## src/hw/otp_prog_pkg.sv

```systemverilog
/*
 * Constants, types and pin bundle for the one-time-programmable ROM programmer.
 * Assumes a 250 MHz clock and external level shifters that turn the supply and
 * identification-voltage selects into the real programming voltages.
 */
// Notes on behaviour
// - program pulse: chip select low 50 us nominal, within 47.5 to 52.5 us.
// - before pulses: first address set, core supply 6.5V, program supply 13.0V.
// - first pass gives each address one pulse and does no verify reads.
// - then verify each word; on mismatch up to 10 extra pulses, each verified.
// - still wrong after the tenth extra pulse: device reported as failed.
// - a word that verifies moves on to the next address until all checked.
// - then both supplies to 5.0V, read every word back, give pass or fail.
// - id mode needs the id select address line at 11.5 to 12.5 volts.
`default_nettype none

package otp_prog_pkg;

    // ----------------------------------------------------------------------
    // widths
    // ----------------------------------------------------------------------
    localparam int WORD_W = 16;
    localparam int ADDR_W = 18;
    localparam int CNT_W = 19;
    localparam int TIMER_W = 16;
    localparam int RETRY_W = 4;
    localparam int FIFO_DEPTH = 8;
    localparam int SYNC_STAGES = 2;
    localparam int ID_SEL_BIT = 9;          // id select address line position
    localparam int LOW_ADDR_BIT = 0;        // picks maker or type code

    // ----------------------------------------------------------------------
    // supply levels handled by the external switches, in millivolts
    // ----------------------------------------------------------------------
    localparam int CORE_PROG_MV = 6500;
    localparam int PROG_SUPPLY_MV = 13000;
    localparam int NOMINAL_MV = 5000;
    localparam int ID_MIN_MV = 11500;
    localparam int ID_MAX_MV = 12500;

    // ----------------------------------------------------------------------
    // timing, in nanoseconds as printed, and derived cycle counts
    // ----------------------------------------------------------------------
    localparam int CLK_PERIOD_NS = 4;
    localparam int T_PW_NS = 50000;
    localparam int T_PW_MIN_NS = 47500;
    localparam int T_PW_MAX_NS = 52500;
    localparam int T_AS_NS = 2000;
    localparam int T_OES_NS = 2000;
    localparam int T_DS_NS = 2000;
    localparam int T_DH_NS = 2000;
    localparam int T_VPS_NS = 2000;
    localparam int T_VCS_NS = 2000;
    localparam int T_OE_NS = 150;
    localparam int T_DFP_NS = 130;

    localparam int PW_NOM_CYC = T_PW_NS / CLK_PERIOD_NS;
    localparam int PW_MIN_CYC = (T_PW_MIN_NS + CLK_PERIOD_NS - 1) / CLK_PERIOD_NS;
    localparam int PW_MAX_CYC = T_PW_MAX_NS / CLK_PERIOD_NS;
    localparam int AS_CYC = (T_AS_NS + CLK_PERIOD_NS - 1) / CLK_PERIOD_NS;
    localparam int OES_CYC = (T_OES_NS + CLK_PERIOD_NS - 1) / CLK_PERIOD_NS;
    localparam int DS_CYC = (T_DS_NS + CLK_PERIOD_NS - 1) / CLK_PERIOD_NS;
    localparam int DH_CYC = (T_DH_NS + CLK_PERIOD_NS - 1) / CLK_PERIOD_NS;
    localparam int VPS_CYC = (T_VPS_NS + CLK_PERIOD_NS - 1) / CLK_PERIOD_NS;
    localparam int VCS_CYC = (T_VCS_NS + CLK_PERIOD_NS - 1) / CLK_PERIOD_NS;
    localparam int OE_CYC = (T_OE_NS + CLK_PERIOD_NS - 1) / CLK_PERIOD_NS;
    localparam int DFP_CYC = (T_DFP_NS + CLK_PERIOD_NS - 1) / CLK_PERIOD_NS;
    // setup before a pulse covers both address and data setup
    localparam int SETUP_CYC = (AS_CYC > DS_CYC) ? AS_CYC : DS_CYC;
    // read wait covers data valid from output gate plus the pin synchroniser
    localparam int READ_CYC = OE_CYC + SYNC_STAGES + 1;

    localparam logic [RETRY_W-1:0] MAX_RETRIES = 4'hA;

    // ----------------------------------------------------------------------
    // types
    // ----------------------------------------------------------------------
    typedef enum logic [1:0] {
        PASS_PROGRAM,
        PASS_VERIFY,
        PASS_FINAL
    } pass_e;

    // every pin the programmer drives toward the ROM socket
    typedef struct packed {
        logic [ADDR_W-1:0] addr;        // address lines, bit 0 is low_address_bit
        logic [WORD_W-1:0] data;        // write data toward the ROM
        logic data_oe_n;                // low while the programmer drives data
        logic chip_select_n;            // program pulse strobe, active low
        logic output_gate_n;            // read output gate, active low
        logic core_supply_high;         // 1: core at 6.5V, 0: core at 5.0V
        logic prog_supply_high;         // 1: program supply 13.0V, 0: 5.0V
        logic id_voltage_on;            // 1: id_select_address_line at id voltage
    } otp_pins_s;

    typedef struct packed {
        logic busy;
        logic done;                     // one-cycle pulse at end of a run
        logic passed;
        logic failed;
        pass_e phase;
        logic [ADDR_W-1:0] fail_addr;
        logic [RETRY_W-1:0] retries;
    } prog_status_s;

    localparam otp_pins_s PINS_RESET = '{
        addr: '0, data: '0, data_oe_n: 1'b1, chip_select_n: 1'b1,
        output_gate_n: 1'b1, core_supply_high: 1'b0, prog_supply_high: 1'b0,
        id_voltage_on: 1'b0};

    localparam prog_status_s STATUS_RESET = '{
        busy: 1'b0, done: 1'b0, passed: 1'b0, failed: 1'b0,
        phase: PASS_PROGRAM, fail_addr: '0, retries: '0};

endpackage : otp_prog_pkg

`default_nettype wire

```

## src/hw/word_fifo.sv

```systemverilog
/*
 * Small synchronous FIFO in flip-flops with valid/ready on both sides.
 * Assumes one clock; full and empty are registered so ready and valid
 * leave the module straight from flip-flops.
 */
`default_nettype none

module word_fifo #(
    parameter int WIDTH = 16,
    parameter int DEPTH = 8
) (
    input wire logic clk,                   // core clock
    input wire logic reset,                 // asynchronous, active high
    input wire logic in_valid,              // source offers a word
    input wire logic [WIDTH-1:0] in_data,   // offered word
    output logic in_ready,                  // room for a word
    output logic out_valid,                 // a word is waiting
    output logic [WIDTH-1:0] out_data,      // oldest word
    input wire logic out_ready              // sink takes the word
);
    localparam int PTR_W = $clog2(DEPTH);
    localparam int CNT_W = PTR_W + 1;
    localparam logic [CNT_W-1:0] FULL_COUNT = CNT_W'(DEPTH);
    localparam logic [PTR_W-1:0] LAST_PTR = PTR_W'(DEPTH - 1);

    logic [WIDTH-1:0] store [DEPTH];
    logic [PTR_W-1:0] wr_ptr;
    logic [PTR_W-1:0] rd_ptr;
    logic [CNT_W-1:0] count;
    logic [CNT_W-1:0] next_count;
    wire push = in_valid && in_ready;
    wire pop = out_valid && out_ready;

    // ----------------------------------------------------------------------
    // occupancy
    // ----------------------------------------------------------------------
    assign next_count = count + CNT_W'(push) - CNT_W'(pop);
    assign out_data = store[rd_ptr];

    // pointers and flags; flags come from next_count so they are never stale
    always_ff @(posedge clk or posedge reset) begin
        if (reset) begin
            wr_ptr <= '0;
            rd_ptr <= '0;
            count <= '0;
            in_ready <= 1'b0;
            out_valid <= 1'b0;
        end else begin
            wr_ptr <= push ? ((wr_ptr == LAST_PTR) ? '0 : wr_ptr + 1'b1) : wr_ptr;
            rd_ptr <= pop ? ((rd_ptr == LAST_PTR) ? '0 : rd_ptr + 1'b1) : rd_ptr;
            count <= next_count;
            in_ready <= (next_count != FULL_COUNT);
            out_valid <= (next_count != '0);
        end
    end

    // storage has no reset; contents are only read behind out_valid
    always_ff @(posedge clk) begin
        if (push) begin
            store[wr_ptr] <= in_data;
        end
    end

endmodule : word_fifo

`default_nettype wire

```

## src/hw/otp_programmer.sv

```systemverilog
/*
 * Programmer for a one-time-programmable word ROM: supply sequencing, program
 * pulses, verify and re-pulse loop, final read-back and identification reads.
 * Assumes the source streams the image words in address order once for each
 * of the three passes, and external switches turn the selects into voltages.
 */
`default_nettype none

module otp_programmer
    import otp_prog_pkg::*;
#(
    parameter int unsigned PULSE_CYCLES = PW_NOM_CYC   // program pulse length in clocks
) (
    input wire logic clk,                      // 250 MHz core clock
    input wire logic reset,                    // asynchronous, active high
    input wire logic start,                    // pulse: begin a programming run
    input wire logic [CNT_W-1:0] word_count,   // words to program, from address 0
    input wire logic id_start,                 // pulse: read an id code
    input wire logic id_sel,                   // 0 maker code, 1 type code
    input wire logic src_valid,                // image word offered
    input wire logic [WORD_W-1:0] src_data,    // image word
    output logic src_ready,                    // image fifo has room
    input wire logic [WORD_W-1:0] rom_data,    // ROM data pins, asynchronous
    output otp_pins_s pins,                    // every pin toward the ROM
    output prog_status_s status,               // run progress and verdict
    output logic [WORD_W-1:0] id_code,         // last id word read
    output logic id_valid,                     // pulse: id_code updated
    output logic id_match                      // upper and lower id bytes agree
);
    typedef enum logic [3:0] {
        S_IDLE, S_CORE_UP, S_FETCH, S_SETUP, S_PULSE, S_HOLD, S_READ_SETUP,
        S_READ, S_FLOAT, S_VPP_DOWN, S_CORE_DOWN, S_ID_SETUP, S_ID_READ, S_ID_END
    } state_e;

    localparam logic [TIMER_W-1:0] SETUP_LOAD = TIMER_W'(SETUP_CYC - 1);
    localparam logic [TIMER_W-1:0] PULSE_LOAD = TIMER_W'(PULSE_CYCLES - 1);
    localparam logic [TIMER_W-1:0] HOLD_LOAD = TIMER_W'(DH_CYC - 1);
    localparam logic [TIMER_W-1:0] OES_LOAD = TIMER_W'(OES_CYC - 1);
    localparam logic [TIMER_W-1:0] READ_LOAD = TIMER_W'(READ_CYC - 1);
    localparam logic [TIMER_W-1:0] DFP_LOAD = TIMER_W'(DFP_CYC - 1);
    localparam logic [TIMER_W-1:0] VPS_LOAD = TIMER_W'(VPS_CYC - 1);
    localparam logic [TIMER_W-1:0] VCS_LOAD = TIMER_W'(VCS_CYC - 1);
    localparam logic [TIMER_W-1:0] AS_LOAD = TIMER_W'(AS_CYC - 1);

    state_e state, next_state;
    logic [TIMER_W-1:0] timer, next_timer;
    otp_pins_s next_pins;
    prog_status_s next_status;
    logic [WORD_W-1:0] word, next_word;
    logic matched, next_matched;
    logic [WORD_W-1:0] next_id_code;
    logic next_id_valid;
    logic next_id_match;
    logic [WORD_W-1:0] rom_meta;
    logic [WORD_W-1:0] rom_sync;
    logic fifo_valid;
    logic [WORD_W-1:0] fifo_data;

    // ----------------------------------------------------------------------
    // image buffer: lets the source run ahead of the slow pulse sequence
    // ----------------------------------------------------------------------
    wire fifo_take = (state == S_FETCH) && (timer == '0);

    word_fifo #(
        .WIDTH(WORD_W),
        .DEPTH(FIFO_DEPTH)
    ) image_fifo (
        .clk(clk),
        .reset(reset),
        .in_valid(src_valid),
        .in_data(src_data),
        .in_ready(src_ready),
        .out_valid(fifo_valid),
        .out_data(fifo_data),
        .out_ready(fifo_take)
    );

    // ----------------------------------------------------------------------
    // decode
    // ----------------------------------------------------------------------
    wire timer_done = (timer == '0);
    wire last_addr = ({1'b0, pins.addr} == CNT_W'(word_count - 1'b1));
    wire [ADDR_W-1:0] addr_inc = pins.addr + 1'b1;
    wire word_ok = (rom_sync == word);
    wire out_of_retries = (status.retries == MAX_RETRIES);
    wire [ADDR_W-1:0] id_addr = ADDR_W'(id_sel) << LOW_ADDR_BIT;

    // data pins come from another domain; two stages before any compare
    always_ff @(posedge clk or posedge reset) begin
        if (reset) begin
            rom_meta <= '0;
            rom_sync <= '0;
        end else begin
            rom_meta <= rom_data;
            rom_sync <= rom_meta;
        end
    end

    // ----------------------------------------------------------------------
    // sequencer
    // ----------------------------------------------------------------------
    always_comb begin
        next_state = state;
        next_timer = timer_done ? timer : timer - 1'b1;
        next_pins = pins;
        next_status = status;
        next_status.done = 1'b0;
        next_word = word;
        next_matched = matched;
        next_id_code = id_code;
        next_id_valid = 1'b0;
        next_id_match = id_match;
        unique case (state)
            S_IDLE: begin
                if (start && word_count != '0) begin
                    next_pins.addr = '0;
                    next_pins.core_supply_high = 1'b1;
                    next_status = STATUS_RESET;
                    next_status.busy = 1'b1;
                    next_timer = VCS_LOAD;
                    next_state = S_CORE_UP;
                end else if (id_start) begin
                    next_pins.addr = id_addr;
                    next_pins.id_voltage_on = 1'b1;
                    next_status.busy = 1'b1;
                    next_timer = AS_LOAD;
                    next_state = S_ID_SETUP;
                end
            end
            S_CORE_UP: begin
                // core supply must be up before the program supply rises
                if (timer_done) begin
                    next_pins.prog_supply_high = 1'b1;
                    next_timer = VPS_LOAD;
                    next_state = S_FETCH;
                end
            end
            S_FETCH: begin
                if (timer_done && fifo_valid) begin
                    next_word = fifo_data;
                    if (status.phase == PASS_PROGRAM) begin
                        next_pins.data = fifo_data;
                        next_pins.data_oe_n = 1'b0;
                        next_timer = SETUP_LOAD;
                        next_state = S_SETUP;
                    end else begin
                        next_timer = OES_LOAD;
                        next_state = S_READ_SETUP;
                    end
                end
            end
            S_SETUP: begin
                if (timer_done) begin
                    next_pins.chip_select_n = 1'b0;
                    next_timer = PULSE_LOAD;
                    next_state = S_PULSE;
                end
            end
            S_PULSE: begin
                if (timer_done) begin
                    next_pins.chip_select_n = 1'b1;
                    next_timer = HOLD_LOAD;
                    next_state = S_HOLD;
                end
            end
            S_HOLD: begin
                if (timer_done) begin
                    next_pins.data_oe_n = 1'b1;
                    if (status.phase == PASS_PROGRAM) begin
                        // one pulse per address, no read in this pass
                        if (last_addr) begin
                            next_pins.addr = '0;
                            next_status.phase = PASS_VERIFY;
                        end else begin
                            next_pins.addr = addr_inc;
                        end
                        next_state = S_FETCH;
                    end else begin
                        next_timer = OES_LOAD;
                        next_state = S_READ_SETUP;
                    end
                end
            end
            S_READ_SETUP: begin
                if (timer_done) begin
                    next_pins.output_gate_n = 1'b0;
                    next_timer = READ_LOAD;
                    next_state = S_READ;
                end
            end
            S_READ: begin
                if (timer_done) begin
                    next_matched = word_ok;
                    next_pins.output_gate_n = 1'b1;
                    // wait for the ROM to float before driving data again
                    next_timer = DFP_LOAD;
                    next_state = S_FLOAT;
                end
            end
            S_FLOAT: begin
                if (timer_done) begin
                    if (!matched) begin
                        next_status.fail_addr = pins.addr;
                        if (status.phase == PASS_FINAL) begin
                            next_status.failed = 1'b1;
                            next_status.busy = 1'b0;
                            next_status.done = 1'b1;
                            next_state = S_IDLE;
                        end else if (out_of_retries) begin
                            next_status.failed = 1'b1;
                            next_pins.prog_supply_high = 1'b0;
                            next_timer = VPS_LOAD;
                            next_state = S_VPP_DOWN;
                        end else begin
                            next_status.retries = status.retries + 1'b1;
                            next_pins.data = word;
                            next_pins.data_oe_n = 1'b0;
                            next_timer = SETUP_LOAD;
                            next_state = S_SETUP;
                        end
                    end else if (!last_addr) begin
                        next_status.retries = '0;
                        next_pins.addr = addr_inc;
                        next_state = S_FETCH;
                    end else if (status.phase == PASS_FINAL) begin
                        next_status.passed = 1'b1;
                        next_status.busy = 1'b0;
                        next_status.done = 1'b1;
                        next_state = S_IDLE;
                    end else begin
                        // program supply falls first, then the core
                        next_pins.prog_supply_high = 1'b0;
                        next_timer = VPS_LOAD;
                        next_state = S_VPP_DOWN;
                    end
                end
            end
            S_VPP_DOWN: begin
                if (timer_done) begin
                    next_pins.core_supply_high = 1'b0;
                    next_timer = VCS_LOAD;
                    next_state = S_CORE_DOWN;
                end
            end
            S_CORE_DOWN: begin
                if (timer_done) begin
                    if (status.failed) begin
                        next_status.busy = 1'b0;
                        next_status.done = 1'b1;
                        next_state = S_IDLE;
                    end else begin
                        next_pins.addr = '0;
                        next_status.phase = PASS_FINAL;
                        next_state = S_FETCH;
                    end
                end
            end
            S_ID_SETUP: begin
                if (timer_done) begin
                    next_pins.output_gate_n = 1'b0;
                    next_timer = READ_LOAD;
                    next_state = S_ID_READ;
                end
            end
            S_ID_READ: begin
                if (timer_done) begin
                    next_id_code = rom_sync;
                    next_id_match = (rom_sync[15:8] == rom_sync[7:0]);
                    next_id_valid = 1'b1;
                    next_pins.output_gate_n = 1'b1;
                    next_timer = DFP_LOAD;
                    next_state = S_ID_END;
                end
            end
            S_ID_END: begin
                if (timer_done) begin
                    next_pins.id_voltage_on = 1'b0;
                    next_pins.addr = '0;
                    next_status.busy = 1'b0;
                    next_state = S_IDLE;
                end
            end
        endcase
    end

    // state registers; all ROM pins and status leave from here
    always_ff @(posedge clk or posedge reset) begin
        if (reset) begin
            state <= S_IDLE;
            timer <= '0;
            pins <= PINS_RESET;
            status <= STATUS_RESET;
            word <= '0;
            matched <= 1'b0;
            id_code <= '0;
            id_valid <= 1'b0;
            id_match <= 1'b0;
        end else begin
            state <= next_state;
            timer <= next_timer;
            pins <= next_pins;
            status <= next_status;
            word <= next_word;
            matched <= next_matched;
            id_code <= next_id_code;
            id_valid <= next_id_valid;
            id_match <= next_id_match;
        end
    end

endmodule : otp_programmer

`default_nettype wire

```

## config.mk

```make
export PLATFORM = sky130hd
export DESIGN_NAME = otp_programmer
export DESIGN_NICKNAME = d
export VERILOG_FILES = /design/src/hw/otp_prog_pkg.sv /design/src/hw/word_fifo.sv /design/src/hw/otp_programmer.sv
export SDC_FILE = /design/constraint.sdc
export NUM_CORES = 1
export LEC_CHECK = 0
export BUFFER_PORTS_ARGS = -buffer_cell sky130_fd_sc_hd__buf_2
export CAP_MARGIN = 5
export CORE_MARGIN = 1
export CORE_UTILIZATION = 55
export DETAILED_ROUTE_END_ITERATION = 10
export PLACE_DENSITY = 0.73
export SLEW_MARGIN = 20
export SYNTH_ARGS = -nofsm -noshare
export SYNTH_HDL_FRONTEND = slang
export SYNTH_SLANG_ARGS = --single-unit
```

## constraint.sdc

```tcl
create_clock -name clk -period 7.25 [get_ports clk]
set_input_delay 0 -clock clk [delete_from_list [all_inputs] [get_ports clk]]
set_output_delay 0 -clock clk [all_outputs]
set_load 0.02 [all_outputs]
```

== Yosys cells after proc, flatten, opt, wreduce, memory -nomap -nowiden ==
Memory sizes are Yosys's and may differ from the RTL's.
Cells that the tools add are included.

* Flip-flop bits (word level): 167
* RAM bits: 128
* Input bits: 57
* Output and inout bits: 87
* Logic and storage cells: 250
* Memories: 1

{| class="wikitable"
|+ Memory list
! name !! words !! width !! read ports !! clocked after Yosys merged registers in !! write ports !! RTL line !! text
|-
| image_fifo.store || 8 || 16 || 1 || 0 || 1 || word_fifo.sv:26 || <nowiki>logic [WIDTH-1:0] store [DEPTH];</nowiki>
|}

* $add $sub $neg: 8
* Eq/ne operators: 61
* Mux-type cells: 109
* Reduce and logical (&&, ||, !) cells: 42

{| class="wikitable"
|+ Operators by type and width
! cell !! number
|-
| two-way mux 16 bit || 14
|-
| two-way mux 18 bit || 11
|-
| one-hot mux 16 bit (8 select lines) || 1
|-
| two-way mux 4 bit || 25
|-
| one-hot mux 18 bit (5 select lines) || 1
|-
| two-way mux 17 bit || 5
|-
| one-hot mux 4 bit (14 select lines) || 1
|-
| inequality test 2 bit, second input constant || 26
|-
| one-hot mux 22 bit (2 select lines) || 1
|-
| two-way mux 35 bit || 1
|-
| one-hot mux 16 bit (2 select lines) || 1
|-
| inequality test 3 bit, second input constant || 10
|-
| equality test 4 bit, second input constant || 7
|-
| two-way mux 26 bit || 1
|-
| two-way mux 22 bit || 1
|-
| AND reduction 7 bit || 3
|-
| two-way mux 1 bit || 20
|-
| two-way mux 2 bit || 10
|-
| equality test 18 x 19 -> 1 bit || 1
|-
| nonzero test 19 bit || 1
|-
| subtractor 19 x 1 -> 19 bit, second input constant || 1
|-
| adder 18 x 1 -> 18 bit, second input constant || 1
|-
| two-way mux 3 bit || 6
|-
| equality test 16 bit || 1
|-
| 37 further kinds || 70
|}

== Depth between registers and ports, before layout ==
* Word-level depth: 7
* Gate-level depth with buffers: 14
* Mapped depth without buffers: 13

== Hierarchy ==
From an unflattened synthesis, not the netlist that was laid out.

* Cells, all modules: 1128
* Area, all modules: 13718.2 µm²

{| class="wikitable"
|+ By module, submodules not included
! module !! times used !! cells an instance !! area an instance (µm²) !! seq. area each (µm²)
|-
| otp_programmer || 1 || 877 || 8151.6 || 3882.5
|-
| word_fifo || 1 || 251 || 5566.6 || 4144.0
|}

== Worst setup path before layout ==
Ideal clock, no wire load.

* Kind: register -> register
* From: register timer[7]
* To: register image_fifo.in_ready
* Setup time: 0.127 ns
* Data arrival time: 3.009 ns
* Data required time: 7.123 ns
* Setup slack: 4.114 ns
* Cell stages (with the launch flop): 14
* Path buffers: 1
* Period minus slack after synthesis: 3.136 ns
* Path through: dfrtp_1 or4_1 nor4b_1 nand3_1 clkbuf_1 nor2_1 ha_1 inv_1 ha_1 inv_1 fa_1 inv_1 nor3_1 nand2_1

* Word-level cells in the longest chain between the ends: 5

{| class="wikitable"
|+ RTL lines
! item !! RTL line !! text
|-
| start, declared || otp_programmer.sv:46 || <nowiki>logic [TIMER_W-1:0] timer, next_timer;</nowiki>
|-
| start signal, assigned || otp_programmer.sv:300 || <nowiki>timer <= next_timer;</nowiki>
|-
| zero test 16 bit || otp_programmer.sv:62 || <nowiki>wire fifo_take = (state == S_FETCH) && (timer == '0);</nowiki>
|-
| logical AND 1 bit || otp_programmer.sv:62 ||
|-
| logical AND 1 bit || word_fifo.sv:32 || <nowiki>wire pop = out_valid && out_ready;</nowiki>
|-
| via image_fifo.pop || word_fifo.sv:32 ||
|-
| subtractor 4 x 1 -> 4 bit || word_fifo.sv:37 || <nowiki>assign next_count = count + CNT_W'(push) - CNT_W'(pop);</nowiki>
|-
| via image_fifo.next_count[1] || word_fifo.sv:30 || <nowiki>logic [CNT_W-1:0] next_count;</nowiki>
|-
| inequality test 4 bit || word_fifo.sv:52 || <nowiki>in_ready <= (next_count != FULL_COUNT);</nowiki>
|-
| end signal, assigned || word_fifo.sv:52 ||
|-
| end, declared || word_fifo.sv:16 || <nowiki>output logic in_ready,</nowiki>
|}

The timed path passes the listed nets, and every way through them passes these cells.
A chain may end at the register's enable or synchronous reset.

== Worst setup path in the final report ==
* From: register pins[27] (netlist name)
* To: register pins[32] (netlist name)

* Word-level cells in the longest chain between the ends: 5
* Elaborated cells on any way between the ends: 11
* Those cells by class: 1 x add/sub; 2 x eq/ne; 7 x mux; 1 x reduce/logical

{| class="wikitable"
|+ RTL lines
! item !! RTL line !! text
|-
| start, declared || otp_programmer.sv:24 || <nowiki>output otp_pins_s pins,</nowiki>
|-
| start signal, assigned || otp_programmer.sv:301 || <nowiki>pins <= next_pins;</nowiki>
|-
| adder 18 x 1 -> 18 bit / equality test 18 x 19 -> 1 bit (equally long branches) || otp_programmer.sv:83, otp_programmer.sv:82 ||
|-
| two-way mux 18 bit, on equally long branches || otp_programmer.sv:221, otp_programmer.sv:171 ||
|-
| two-way mux 18 bit, on equally long branches || otp_programmer.sv:202, otp_programmer.sv:169 ||
|-
| two-way mux 35 bit / two-way mux 18 bit (equally long branches) || otp_programmer.sv:201, otp_programmer.sv:167 ||
|-
| one-hot mux 18 bit (5 select lines) || otp_programmer.sv:113 || <nowiki>unique case (state)</nowiki>
|}

Several ways; a longest one is shown, not always the timed one. The select of a mux whose other input is x is not followed.

==> results.md <==
* Initial antenna violation count at 0
* Fin crit share at ~53%
* CP Cell Sequence: or3b_2 > or4_4 > nand4_2 > o211ai_2 > nor4_1 > a31o_2 > nand3b_2 > o21ai_0
* Initial DRC count at 1000
* Global-route usage over all layers at approximately 27%
* Post-CTS Resized at 0
* Post-Syn Instances at about 1200
* Clock period minus worst slack at around 3.9 ns
* Relative slew margins at 25.2%
* Synth warnings at 0
* Switch Pwr at approximately 0.0013 W
* Status: complete, no violations
* Core area at between 20000 and 25000 um2
* DPL Wire Length at 22300 um
* Internal at approximately 0.0031 W
* Drt pass-1 iters at 6
* CP required at 7.68 ns
* Post-synth EDFFs at 128
* Max stage delay on crit path at approximately 0.89 ns
* DRC at 0
* Worst path slowest cell: nor4_1
* First-pass GRT wire length at around 55000 um
* Worst-Margin Slew at 1.12 ns
* Bufs on Longest Clock Path at 3
* Overall Power at about 0.0045 W
* Worst Setup End Kind: register
* CTS buffer count at 29
* Gp weighted congestion at approximately 0.96
* Part of the power in combinational logic at between 10% and 20%
* Worst setup SP type: register
* Share of async-settable or async-resettable flops after synthesis at about 57%
* Synth top area cells: dfrtp_1 30%, edfxtp_1 28%, mux4_2 5.2%
* Die Wd at approximately 160 um
* Largest net degree at the start of global routing at 94
* Total Wirelength at roughly 34000 um
* Post-route ant nets at 0
* Max IR drop VDD at 0.238 mV
* Synthesized flop and latch total at between 200 and 300
* Largest area contributor in the netlist: dfrtp_1
* Mapped Nets at between 1000 and 1500
* TritonCTS clock tree: built
* Drt wl/cell at between 20 and 25 um
* Clk network pwr share at about a third
* Critical path class: reg2reg
* RSZ-0062 raised after global routing: no
* Endpoints failing hold at 0
* Most frequent cell after synthesis: dfrtp_1
* Area grow syn2layout at 17.4%
* Critical Path Fanout Max at 20
* Reg clk slew, reported paths at 0.06 ns
* Final WS setup at between 3 and 4 ns
* Worst slack at placement at ~3.2 ns
* Worst hold path class: in2reg
* Num ports at between 100 and 150
* Hold_buf cts at 35
* IO buf count at between 100 and 150
* Synth Area per Inst at 11.7 um2
* Site Rows at between 50 and 60
* Via density at between 5 and 6
* Standby leakage power at 6.43 nW
* Synth cell types at 78
* PD cells at between 200 and 300 nW/um2
* Synthesized area at 13800 um2
* Max-Cap Viols at 0
* Number of global-route vias before repair at 9988
* CTS H-tree lvls at 1
* Design Area, Final at between 15000 and 20000 um2
* Setup Fix Bufs, Post-CTS at 0
* Cell area after placement at around 15000 um2
* Net Sw Frac at around 30%
* ANT cells at 0
* Routed vias at between 10000 and 15000
* Skew-Pair Late Insertion Delay at between 0.5 and 0.6 ns
* Sequential share of the synthesized area at around 58%
* Die height at 160 um
* Synth Flop Type: dfrtp_1
* Final #Nets at around 1400
* Clk_skew at approximately 0.020 ns
* CP arrival at ~4.3 ns
* Proportion of layout cells with a drive suffix above 1 at approximately 22%
* Seq pwr share at a little under half
* Most instantiated cells after synthesis: 164 x dfrtp_1, 134 x nand2_1, 128 x edfxtp_1
* Slew Limit Fails at 0
* Yosys top cell area share at 29.8%
* Aggregate global routing overflow at 0
* Starting Density at 56.3%
* # clock sinks at 295
* Final setup vio count at 0
* Fmax at ~260 MHz
* Die ar. at 25700 um2
* Setup TNS at 0 ns
* Fill count at about 1900
* Clk root buf: clkbuf_16
[area by class of cell]
| class | count | area (um2) | area share (%) |
|---|---|---|---|
| inverters | 26 | 103 | 0.634 |
| multi-input cells | 790 | 5480 | 33.9 |
| clock inverters | 10 | 97.6 | 0.603 |
| repair buffers | 191 | 1160 | 7.19 |
| clock buffers | 44 | 901 | 5.57 |
| well taps | 324 | 405 | 2.51 |
| flip-flops and latches | 295 | 8030 | 49.6 |
[cells by family after synthesis]
group | share of synthesized area [%]
DFF | 58.2
adders and majority gates | 1.60
xor gates and xnor gates | 3.69
muxes | 8.40
and+or+nand+nor | 14.6
buffers and inverters | 2.61
AOI/OAI and AO/OA | 10.9
[sequential cells by signal, indices dropped and copies added (netlist names), 16 cells and up]
signal	flops
timer	16
rom_meta	16
pins	40
word	16
image_fifo.store	128
id_code	16
rom_sync	16
status	28
[cell usage in the layout (no fill, tap or decap), drive strengths merged, types with 7 or more instances in the layout]
cell / instances
dfrtp: 164
buf: 156
nand2: 134
edfxtp: 128
nor2: 87
o21ai: 80
clkbuf: 44
a21oi: 42
xnor2: 35
dlygate4sd3: 35
nand3: 34
mux4: 32
nor3: 29
inv: 28
xor2: 23
mux2: 23
nand2b: 20
o31ai: 18
nor4: 18
mux2i: 17
ha: 16
nand4: 16
or3: 13
a32oi: 13
a31oi: 12
and2: 12
or2: 9
a21o: 9
nor2b: 8
o221ai: 8
and3: 7
o211ai: 7
clkinv: 7
or4: 7
[metal layers]
| metal | up-vias | GRT usage [%] | share of wire [%] |
|---|---|---|---|
| met5 | - | 0 | 0 |
| met4 | 0 | 9.18 | 3.3 |
| met3 | 76 | 3.80 | 6.2 |
| met2 | 403 | 45.0 | 49 |
| met1 | 4920 | 37.0 | 42 |
| li1 | 4659 | - | - |
[power by group through the flow]
stage / combinational (W) / clock (W) / sequential, W
finish: 0.000888 / 0.00155 / 0.00206
global route: 0.000990 / 0.00163 / 0.00208
CTS: 0.000883 / 0.00156 / 0.00206
detailed placement: 0.000865 / 0 / 0.00209
global placement: 0.000847 / 0 / 0.00208
floorplan: 0.000633 / 0 / 0.00204
[critical path: cells and delay by family (launching register included)]
kind	cells	cell delay [ns]
AND/OR/NAND/NOR	5	2.31
AO/OA/AOI/OAI	3	0.83
flip-flops	1	0.56
[per-stage QoR]
stage / util, % / hold WS (ns) / instances
after floorplan: - / 0.0314 / 1178
after detailed placement: 60.6 / 0.110 / 1591
after CTS: 66.1 / 0.0409 / 1680
final: 66.1 / 0.0526 / 1680
after global placement: 60.6 / 0.110 / 1591
after global routing: 66.1 / 0.0923 / 1680
[final timing paths]
check	cells after the start	startpoint	end	slack [ns]
min	3	start	pins[0]	0.05
max in group asynchronous	4	reset	image_fifo.rd_ptr[1]	5.54
min in group asynchronous	3	reset	status[21]	0.16
max reg2reg	8	pins[27]	pins[32]	3.40
max	8	pins[27]	pins[32]	3.40
min reg2reg	0	rom_meta[0]	rom_sync[0]	0.34
Power figures use the tool's default switching activity.
